**config.mk**
```make
export PLATFORM = sky130hd
export DESIGN_NAME = tfi_trip_flags
export DESIGN_NICKNAME = d
export VERILOG_FILES = /design/src/logic/tfi_pkg.sv /design/src/logic/tfi_trip_flags.sv
export SDC_FILE = /design/constraint.sdc
export NUM_CORES = 1
export LEC_CHECK = 0
export BUFFER_PORTS_ARGS = -buffer_cell sky130_fd_sc_hd__buf_4
export CELL_PAD_IN_SITES_DETAIL_PLACEMENT = 0
export CELL_PAD_IN_SITES_GLOBAL_PLACEMENT = 1
export CORE_MARGIN = 2
export CORE_UTILIZATION = 30
export CTS_CLUSTER_DIAMETER = 50
export DETAILED_ROUTE_END_ITERATION = 6
export GPL_TIMING_DRIVEN = 1
export PLACE_DENSITY_LB_ADDON = 0.1
export SLEW_MARGIN = 15
export SYNTH_ARGS = -nofsm -noshare
export SYNTH_HDL_FRONTEND = slang
export SYNTH_SLANG_ARGS = --single-unit
```
**constraint.sdc**
```tcl
create_clock -name ref_clk_in -period 1.3 [get_ports ref_clk_in]
set_input_delay 0.26 -clock ref_clk_in [delete_from_list [all_inputs] [get_ports ref_clk_in]]
set_output_delay 0.26 -clock ref_clk_in [all_outputs]
set_load 0.01 [all_outputs]
```
**src/logic/tfi_pkg.sv**
```systemverilog
// package of offsets, fields and reset values for the trip flag and interrupt block
package tfi_pkg;
   localparam logic [3:0] ADDR_SOURCE_SELECT = 4'h0;
   localparam logic [3:0] ADDR_OUTPUT_ACTION = 4'h1;
   localparam logic [3:0] ADDR_IRQ_ENABLE = 4'h2;
   localparam logic [3:0] ADDR_STATUS_FLAGS = 4'h3;
   localparam logic [3:0] ADDR_FLAG_CLEAR = 4'h4;
   localparam logic [3:0] ADDR_SOFT_FORCE = 4'h5;
   localparam logic [3:0] ADDR_TRIP_STATE = 4'h6;
   localparam int BIT_INT = 0;
   localparam int BIT_PERIOD = 1;
   localparam int BIT_ONE_SHOT = 2;
   localparam int SEL_ONE_SHOT_LSB = 8;
   localparam int SEL_PERIOD_LSB = 0;
   localparam int NUM_FAULTS = 6;
   localparam logic [15:0] RESET_ZERO16 = 16'h0000;
   localparam logic [1:0] ACT_HIGH_Z = 2'h0;
   localparam logic [1:0] ACT_DRIVE_HIGH = 2'h1;
   localparam logic [1:0] ACT_DRIVE_LOW = 2'h2;
   localparam logic [1:0] ACT_NONE = 2'h3;
endpackage

```
**src/logic/tfi_trip_flags.sv**
```systemverilog
// trip status flags, trip interrupt pulse and output override for one pwm channel
//
// Local design decisions: strobed register access and the register addresses.
`timescale 1ns/1ps
// What this block does
// one-shot event pulses interrupt when its enable set
// per-period event pulses interrupt when its enable set
// one-shot flag set by selected fault input
// per-period flag set by selected fault input
// per-period flag stays until software clears it
// clear during live fault sets flag again
// per-period trip released at zero count if fault gone
// release only at zero count, whenever flag cleared
// interrupt flag set whenever pulse issued
// set interrupt flag blocks further pulses
// clearing interrupt flag with trip flag pending repulses
// software clears all three flags to stop interrupts
// flags cleared only through the clear register
// clear bits: one clears, zero ignored, read zero
// six faults, each with one-shot and per-period enable
// output action codes: hi-z, high, low, none
// force bits create trip events, read zero
// one-shot trip stays latched past zero count
// enables and flags reset zero, reserved read zero
module tfi_trip_flags
   import tfi_pkg::*;
#(
   parameter int COUNT_WIDTH = 16
)
(
   // clock and reset
   input wire logic ref_clk_in,
   input wire logic reset_n_in,
   // register port
   input wire logic [3:0] reg_addr_in,
   input wire logic [15:0] reg_wdata_in,
   input wire logic reg_write_in,
   input wire logic reg_read_in,
   output logic [15:0] reg_rdata_out,
   // fault pins, active low, asynchronous
   input wire logic [NUM_FAULTS-1:0] fault_n_in,
   // time base
   input wire logic [COUNT_WIDTH-1:0] time_base_count_in,
   // outputs
   output logic trip_irq_pulse_out,
   output logic trip_active_out,
   output logic [1:0] out_a_trip_action_out,
   output logic [1:0] out_b_trip_action_out,
   output logic out_a_force_out,
   output logic out_a_oe_n_out,
   output logic out_b_force_out,
   output logic out_b_oe_n_out
);

   typedef struct packed {
      logic [NUM_FAULTS-1:0] sync1;
      logic [NUM_FAULTS-1:0] sync2;
      logic [NUM_FAULTS-1:0] sync3;
      logic [NUM_FAULTS-1:0] fault;
      logic [NUM_FAULTS-1:0] sel_one_shot;
      logic [NUM_FAULTS-1:0] sel_period;
      logic [3:0] action;
      logic en_one_shot;
      logic en_period;
      logic flag_one_shot;
      logic flag_period;
      logic flag_int;
      logic trip_period;
      logic irq;
      logic [15:0] rdata;
   } tfi_state_t;

   tfi_state_t state_reg;
   tfi_state_t state_next;

   logic wr_clear;
   logic wr_force;
   logic one_shot_event;
   logic period_event;
   logic period_fault_live;
   logic zero_count;
   logic pulse_cause;
   logic trip_any;
   logic [15:0] rd_mux;

   always_comb
   begin
      wr_clear = reg_write_in && (reg_addr_in == ADDR_FLAG_CLEAR);
      wr_force = reg_write_in && (reg_addr_in == ADDR_SOFT_FORCE);
      zero_count = (time_base_count_in == '0);
      // synchronised faults are active high: a one means a fault
      period_fault_live = |(state_reg.fault & state_reg.sel_period);
      one_shot_event = |(state_reg.fault & state_reg.sel_one_shot) ||
                       (wr_force && reg_wdata_in[BIT_ONE_SHOT]);
      period_event = period_fault_live || (wr_force && reg_wdata_in[BIT_PERIOD]);

      state_next = state_reg;
      state_next.sync1 = ~fault_n_in;
      state_next.sync2 = state_reg.sync1;
      state_next.sync3 = state_reg.sync2;
      // a change counts only once the last two stages agree
      for (int i = 0; i < NUM_FAULTS; i++)
      begin
         if (state_reg.sync2[i] == state_reg.sync3[i])
         begin
            state_next.fault[i] = state_reg.sync3[i];
         end
      end

      if (reg_write_in)
      begin
         case (reg_addr_in)
            ADDR_SOURCE_SELECT:
            begin
               state_next.sel_one_shot = reg_wdata_in[SEL_ONE_SHOT_LSB +: NUM_FAULTS];
               state_next.sel_period = reg_wdata_in[SEL_PERIOD_LSB +: NUM_FAULTS];
            end
            ADDR_OUTPUT_ACTION:
            begin
               state_next.action = reg_wdata_in[3:0];
            end
            ADDR_IRQ_ENABLE:
            begin
               state_next.en_one_shot = reg_wdata_in[BIT_ONE_SHOT];
               state_next.en_period = reg_wdata_in[BIT_PERIOD];
            end
            default:
            begin
               // status writes ignored: flags only cleared via clear register
               state_next.action = state_reg.action;
            end
         endcase
      end

      // clears first, then sets so an event in the clearing cycle wins
      if (wr_clear && reg_wdata_in[BIT_ONE_SHOT])
      begin
         state_next.flag_one_shot = 1'b0;
      end
      if (wr_clear && reg_wdata_in[BIT_PERIOD])
      begin
         state_next.flag_period = 1'b0;
      end
      if (wr_clear && reg_wdata_in[BIT_INT])
      begin
         state_next.flag_int = 1'b0;
      end
      if (one_shot_event)
      begin
         state_next.flag_one_shot = 1'b1;
      end
      if (period_event)
      begin
         state_next.flag_period = 1'b1;
      end

      // per-period trip held until a zero count with no live fault
      if (period_event)
      begin
         state_next.trip_period = 1'b1;
      end
      else if (zero_count && !period_fault_live)
      begin
         state_next.trip_period = 1'b0;
      end

      // pulse sources: new enabled events, or pending flags after int clear
      pulse_cause = (one_shot_event && state_reg.en_one_shot) ||
                    (period_event && state_reg.en_period) ||
                    (state_next.flag_int == 1'b0 && state_reg.flag_int &&
                     ((state_next.flag_one_shot && state_reg.en_one_shot) ||
                      (state_next.flag_period && state_reg.en_period)));
      // a pulse may only leave while the interrupt flag is clear
      state_next.irq = pulse_cause && !state_next.flag_int;
      if (state_next.irq)
      begin
         state_next.flag_int = 1'b1;
      end

      rd_mux = RESET_ZERO16;
      case (reg_addr_in)
         ADDR_SOURCE_SELECT:
         begin
            rd_mux[SEL_ONE_SHOT_LSB +: NUM_FAULTS] = state_reg.sel_one_shot;
            rd_mux[SEL_PERIOD_LSB +: NUM_FAULTS] = state_reg.sel_period;
         end
         ADDR_OUTPUT_ACTION:
         begin
            rd_mux[3:0] = state_reg.action;
         end
         ADDR_IRQ_ENABLE:
         begin
            rd_mux[BIT_ONE_SHOT] = state_reg.en_one_shot;
            rd_mux[BIT_PERIOD] = state_reg.en_period;
         end
         ADDR_STATUS_FLAGS:
         begin
            rd_mux[BIT_ONE_SHOT] = state_reg.flag_one_shot;
            rd_mux[BIT_PERIOD] = state_reg.flag_period;
            rd_mux[BIT_INT] = state_reg.flag_int;
         end
         ADDR_TRIP_STATE:
         begin
            rd_mux[BIT_ONE_SHOT] = state_reg.flag_one_shot;
            rd_mux[BIT_PERIOD] = state_reg.trip_period;
         end
         default:
         begin
            // clear and force read zero, unmapped too
            rd_mux = RESET_ZERO16;
         end
      endcase
      state_next.rdata = reg_read_in ? rd_mux : RESET_ZERO16;
   end

   always_ff @(posedge ref_clk_in or negedge reset_n_in)
   begin
      if (!reset_n_in)
      begin
         state_reg <= '0;
      end
      else
      begin
         state_reg <= state_next;
      end
   end

   // one-shot trip is never released by the counter
   assign trip_any = state_reg.flag_one_shot || state_reg.trip_period;

   always_comb
   begin
      out_a_trip_action_out = state_reg.action[1:0];
      out_b_trip_action_out = state_reg.action[3:2];
      out_a_force_out = 1'b0;
      out_a_oe_n_out = 1'b0;
      out_b_force_out = 1'b0;
      out_b_oe_n_out = 1'b0;
      if (trip_any)
      begin

         case (state_reg.action[1:0])
            ACT_HIGH_Z: out_a_oe_n_out = 1'b1;
            ACT_DRIVE_HIGH: out_a_force_out = 1'b1;
            ACT_DRIVE_LOW: out_a_force_out = 1'b1;
            default: out_a_force_out = 1'b0;
         endcase
         case (state_reg.action[3:2])
            ACT_HIGH_Z: out_b_oe_n_out = 1'b1;
            ACT_DRIVE_HIGH: out_b_force_out = 1'b1;
            ACT_DRIVE_LOW: out_b_force_out = 1'b1;
            default: out_b_force_out = 1'b0;
         endcase
      end
   end

   assign trip_irq_pulse_out = state_reg.irq;
   assign trip_active_out = trip_any;
   assign reg_rdata_out = state_reg.rdata;

   property p_int_flag_follows_pulse;
      @(posedge ref_clk_in) disable iff (!reset_n_in)
         trip_irq_pulse_out |-> state_reg.flag_int;
   endproperty
   a_int_flag_follows_pulse: assert property (p_int_flag_follows_pulse) else $error("pulse without flag");

   property p_no_pulse_while_flag;
      @(posedge ref_clk_in) disable iff (!reset_n_in)
         trip_irq_pulse_out |-> !$past(state_reg.flag_int) || $past(wr_clear && reg_wdata_in[BIT_INT]);
   endproperty
   a_no_pulse_while_flag: assert property (p_no_pulse_while_flag) else $error("pulse while flag set");

   property p_one_shot_pulse;
      @(posedge ref_clk_in) disable iff (!reset_n_in)
         (wr_force && reg_wdata_in[BIT_ONE_SHOT] && state_reg.en_one_shot && !state_reg.flag_int)
            |=> trip_irq_pulse_out;
   endproperty
   a_one_shot_pulse: assert property (p_one_shot_pulse) else $error("one-shot force gave no pulse");

   property p_period_pulse;
      @(posedge ref_clk_in) disable iff (!reset_n_in)
         (wr_force && reg_wdata_in[BIT_PERIOD] && state_reg.en_period && !state_reg.flag_int)
            |=> trip_irq_pulse_out;
   endproperty
   a_period_pulse: assert property (p_period_pulse) else $error("per-period force gave no pulse");

   property p_no_enable_no_pulse;
      @(posedge ref_clk_in) disable iff (!reset_n_in)
         (!state_reg.en_one_shot && !state_reg.en_period &&
          !$past(state_reg.en_one_shot) && !$past(state_reg.en_period))
            |-> !trip_irq_pulse_out;
   endproperty
   a_no_enable_no_pulse: assert property (p_no_enable_no_pulse) else $error("pulse with both enables off");

   property p_one_shot_set;
      @(posedge ref_clk_in) disable iff (!reset_n_in)
         one_shot_event |=> state_reg.flag_one_shot;
   endproperty
   a_one_shot_set: assert property (p_one_shot_set) else $error("one-shot flag not set");

   property p_period_relatch;
      @(posedge ref_clk_in) disable iff (!reset_n_in)
         period_fault_live |=> state_reg.flag_period && state_reg.trip_period;
   endproperty
   a_period_relatch: assert property (p_period_relatch) else $error("per-period flag not held under fault");

   property p_release_at_zero;
      @(posedge ref_clk_in) disable iff (!reset_n_in)
         ($past(state_reg.trip_period) && !state_reg.trip_period) |-> $past(zero_count);
   endproperty
   a_release_at_zero: assert property (p_release_at_zero) else $error("trip released off zero");

   property p_one_shot_held;
      @(posedge ref_clk_in) disable iff (!reset_n_in)
         (state_reg.flag_one_shot && !(wr_clear && reg_wdata_in[BIT_ONE_SHOT])) |=> state_reg.flag_one_shot;
   endproperty
   a_one_shot_held: assert property (p_one_shot_held) else $error("one-shot flag dropped");
endmodule

```
==> impl.org <==
** Global routing
- Maximum number of pins on one net before global-route repair :: 23
- Global routing usage summed across all routing layers :: 0.1278
- The first global-routing pass estimated 8542 um of wire.
- After global routing the overflow that remains totals 0.
- Number of antenna violations at the first check in global routing :: 0
- The via count of the first global-routing pass is 1667.

** Outcome
- The flow ran to the end, but the final reports show violations.
- Failing checks :: setup timing

** Pwr
- VDD sags by at most 0.0006688 V.
- In this run the static leakage power is 1.733 nW.
- Of the total power, the clock network draws 0.309.
- Final total power :: 0.004798 W
- Internal power :: 0.003416 W
- Comb power frac :: 0.238
- Of the total power, the share spent switching nets is 0.2881.
- Proportion of power drawn by flip-flops and latches :: 0.453
- Net switching power :: 0.001382 W
- Power spread over the standard cell area amounts to 1329 nW/um^2.

** Timing
- Across the routed clock network, the largest skew measured is 0.004692 ns.
- Share of the cycle needed by the critical path after routing :: 1.163
- Final count of pins violating max slew :: 0
- After layout, the minimum clock period comes to 1.513 ns.
- Max Freq :: 661.1 MHz
- Total count of hold-check failures in the final report :: 0
- Across all setup checks in the final design, the least slack found is -0.2125 ns.
- Hold is met by 0.05535 ns.
- Setup violations remaining at the end of the flow were counted as 10.
- For the pin with the worst max-slew slack, the measured transition is 0.5028 ns.
- Tightest slew margin relative to the limit :: 0.6622
- Setup repair after global routing missed its margin :: true

** Yosys
- Of the total synthesized cell area, the portion taken by AND, OR, NAND and NOR gates is 0.1291.
- The portion of synthesized area spent on multiplexers is 0.09086.
- Main combinational cell family by area after synthesis :: simple AND/OR/NAND/NOR gates
- Yosys printed 0 warnings.
- For this run, the register share of the synthesized area comes to 0.5859.
- A synthesized cell averages 12.79 um^2.
- Post-Synth Adder-Cell Area :: 0.03376
- Number of synthesized flops with an enable pin :: 0
- Of all flip-flops after synthesis, the portion carrying an async set or reset was 1.000.
- After synthesis the netlist holds a flip-flop and latch count of 59.
- Post-Syn Instances :: 197
- Area fraction in compound gates after synthesis :: 0.06703
- XOR/XNOR share of the synthesized area :: 0.003476
- The mapped netlist covers 2520 um^2.
- Post-synth top flop :: dfrtp_1
- Distinct cell type count of the synthesized netlist :: 41

** Placed design
- The wire-length estimate of the detail-placed layout is 4039 um.
- Standard cell area after detailed placement :: 3277 um^2
- Port buffering added 63 buffers.
- Global placement routability congestion :: 0.7777

** Die
- The region available for standard cell placement spans 8175 um^2.
- Ports placed on the boundary :: 72
- Starting utilization of the core area :: 0.3082
- Height of the die :: 95.65 um
- After floorplanning, the core was divided into 33 placement rows.
- Die Area :: 9149 um^2
- Die outline width :: 95.65 um

** Critical path
- In this run the worst path has a maximum fanout of 2.
- Reg-to-Reg End :: state_reg[18]
- The worst setup path is launched from a register.
- Together, buffers and inverters on the worst path number 2.
- Walking the worst path, the cells encountered are inv_1 -> ha_1 -> nor2b_1 -> buf_4.
- For the worst flop-to-flop path, the logic depth is 4.
- Max stage delay on crit path :: 0.35 ns
- Setup slack on the worst reg-to-reg path comes out at -0.05 ns.
- Critical path required time :: 1.04 ns
- The worst register-to-register path begins at state_reg[40].
- Setup CP Type :: reg2out
- Cell with the biggest individual delay on the critical path :: dfrtp_1
- Total stage count of the critical path :: 4
- The worst setup path is captured at an output pin.
- STA puts the critical path data arrival time at 1.25 ns.
- Critical path's top delay family :: flip-flops

** Route
- Post-detailed-route via-to-cell ratio :: 4.265
- In this run the remaining antenna-violating nets after routing total 0.
- After the first detailed-routing iteration, the DRC count stood at 55.
- Post-detailed-route DRC marker count :: 0
- First-pass iteration count of the detailed router :: 4
- Average wire length per cell after detail routing :: 13.31 um
- Summing over every cut layer, the via total after detailed routing is 1723.
- For this block, the routed nets add up to 5376 um of wire.

** Final layout
- Leaving out fill and tap cells, the most frequent cells in the layout are buf_4 (97), dfrtp_1 (59), mux2_2 (13).
- After the last flow step, the layout net total stands at 342.
- The layout has 780 filler cells.
- Final Cell Area :: 3610 um^2
- The number of antenna diodes in the final layout is 0.
- Proportion of layout cells with a drive suffix above 1 :: 0.5351
- Area added between synthesis and finish :: 43.25%
- Largest register FFs :: 30
- Commonest non-fill, non-tap cell in the layout :: buf_4

** Hold path
- The tightest min-delay check is of the in2reg type.
- The worst hold path was traced through 2 stages.
- End point of the most critical hold path :: state_next[56]
- The startpoint identified for the worst hold timing path is fault_n_in[5].

** CTS
- TritonCTS built the clock tree.
- TritonCTS created 9 clock buffers.
- Later-pin clock latency in the skew report :: 0.33 ns
- CTS saw 59 sinks.
- CTS clk-pin slew, worst paths :: 0.07 ns
- Maximum number of buffers from clock root to sink :: 2
- CTS placed an instance of clkbuf_8 at the clock tree root.
- In this run the number of H-tree levels came out at 3.

** Job
- The tool flagged a number of max-cap violations equal to 0.
cell type report:
cell class | instances | area (um^2) | share of cell area
tap | 105 | 131.4 | 0.03640
inverter | 13 | 48.80 | 0.01352
multi-input combinational | 105 | 922.1 | 0.2555
clock inverter | 7 | 52.55 | 0.01456
timing repair buffer | 106 | 854.6 | 0.2367
sequential | 59 | 1476 | 0.4090
clock buffer | 9 | 123.9 | 0.03432
timing repair:
item	in CTS	in global routing
setup endpoints to repair	7	12
hold buffers	1	0
resized for setup	6	17
pin swaps	7	7
endpoints found under the hold margin	18	0
setup buffers	4	1
kinds of logic after synthesis:
| group | count (synthesis) |
|---|---|
| compound gates | 22 |
| xor+xnor | 1 |
| fa+ha+maj | 8 |
| buf+inv | 36 |
| flops | 59 |
| mux | 19 |
| other cells | 1 |
| simple gates | 51 |
cell usage after synthesis (all sizes together) (4+ instances only):
library cell | n | share of area
nor2b | 5 | 0.012
nor3 | 5 | 0.014
inv | 13 | 0.019
buf | 23 | 0.069
nor2 | 6 | 0.0089
nor4 | 4 | 0.0099
nand2b | 4 | 0.0099
mux2 | 15 | 0.070
and2 | 8 | 0.020
a22oi | 5 | 0.015
nand2 | 10 | 0.016
maj3 | 6 | 0.024
dfrtp | 59 | 0.59
layer usage:
metal / up-vias / global-route usage / share of wire
met5: - / 0 / 0
met2: 50 / 0.1859 / 0.46
met1: 817 / 0.1769 / 0.47
met3: 5 / 0.03636 / 0.054
met4: 0 / 0.05595 / 0.010
li1: 851 / - / -
worst reg2reg max path, cell delays in order, from the launching register on:
cell and delay (ns):
dfrtp_1 0.44, a22oi_2 0.18, nand3_2 0.13, a221oi_4 0.34, o211ai_1 0.12
power groups by stage:
stage | logic (W) | registers [W] | clock network (W)
2_1_floorplan | 0.000494 | 0.00216 | 0
3_3_place_gp | 0.000987 | 0.00219 | 0
3_5_place_dp | 0.000992 | 0.00219 | 0
4_1_cts | 0.00103 | 0.00216 | 0.00155
5_1_grt | 0.00126 | 0.00220 | 0.00164
6_report | 0.00114 | 0.00217 | 0.00148
stage by stage:
| stage | setup WS, ns | util | cells | setup TNS, ns |
|---|---|---|---|---|
| global route | -0.2774 | 0.4415 | 404 | -1.624 |
| floorplan | 0.08892 | - | 200 | 0 |
| finish | -0.2125 | 0.4415 | 404 | -1.003 |
| global placement | -0.08037 | 0.4008 | 382 | -1.047 |
| detailed placement | -0.08599 | 0.4008 | 382 | -0.9779 |
| CTS | -0.2458 | 0.4299 | 403 | -1.079 |
worst max-delay path by stage:
stage               slack (ns)                startpoint         endpoint
floorplan                 0.09             state_reg[40]    state_reg[18]
global placement         -0.08            reg_addr_in[2]    state_reg[20]
detailed placement       -0.09            reg_addr_in[2]    state_reg[20]
CTS                      -0.25  out_b_trip_action_out[1]  out_b_force_out
global route             -0.28  out_b_trip_action_out[1]  out_b_force_out
finish                   -0.21  out_b_trip_action_out[1]  out_b_force_out
Note: power is estimated with default switching activity, not from simulation.
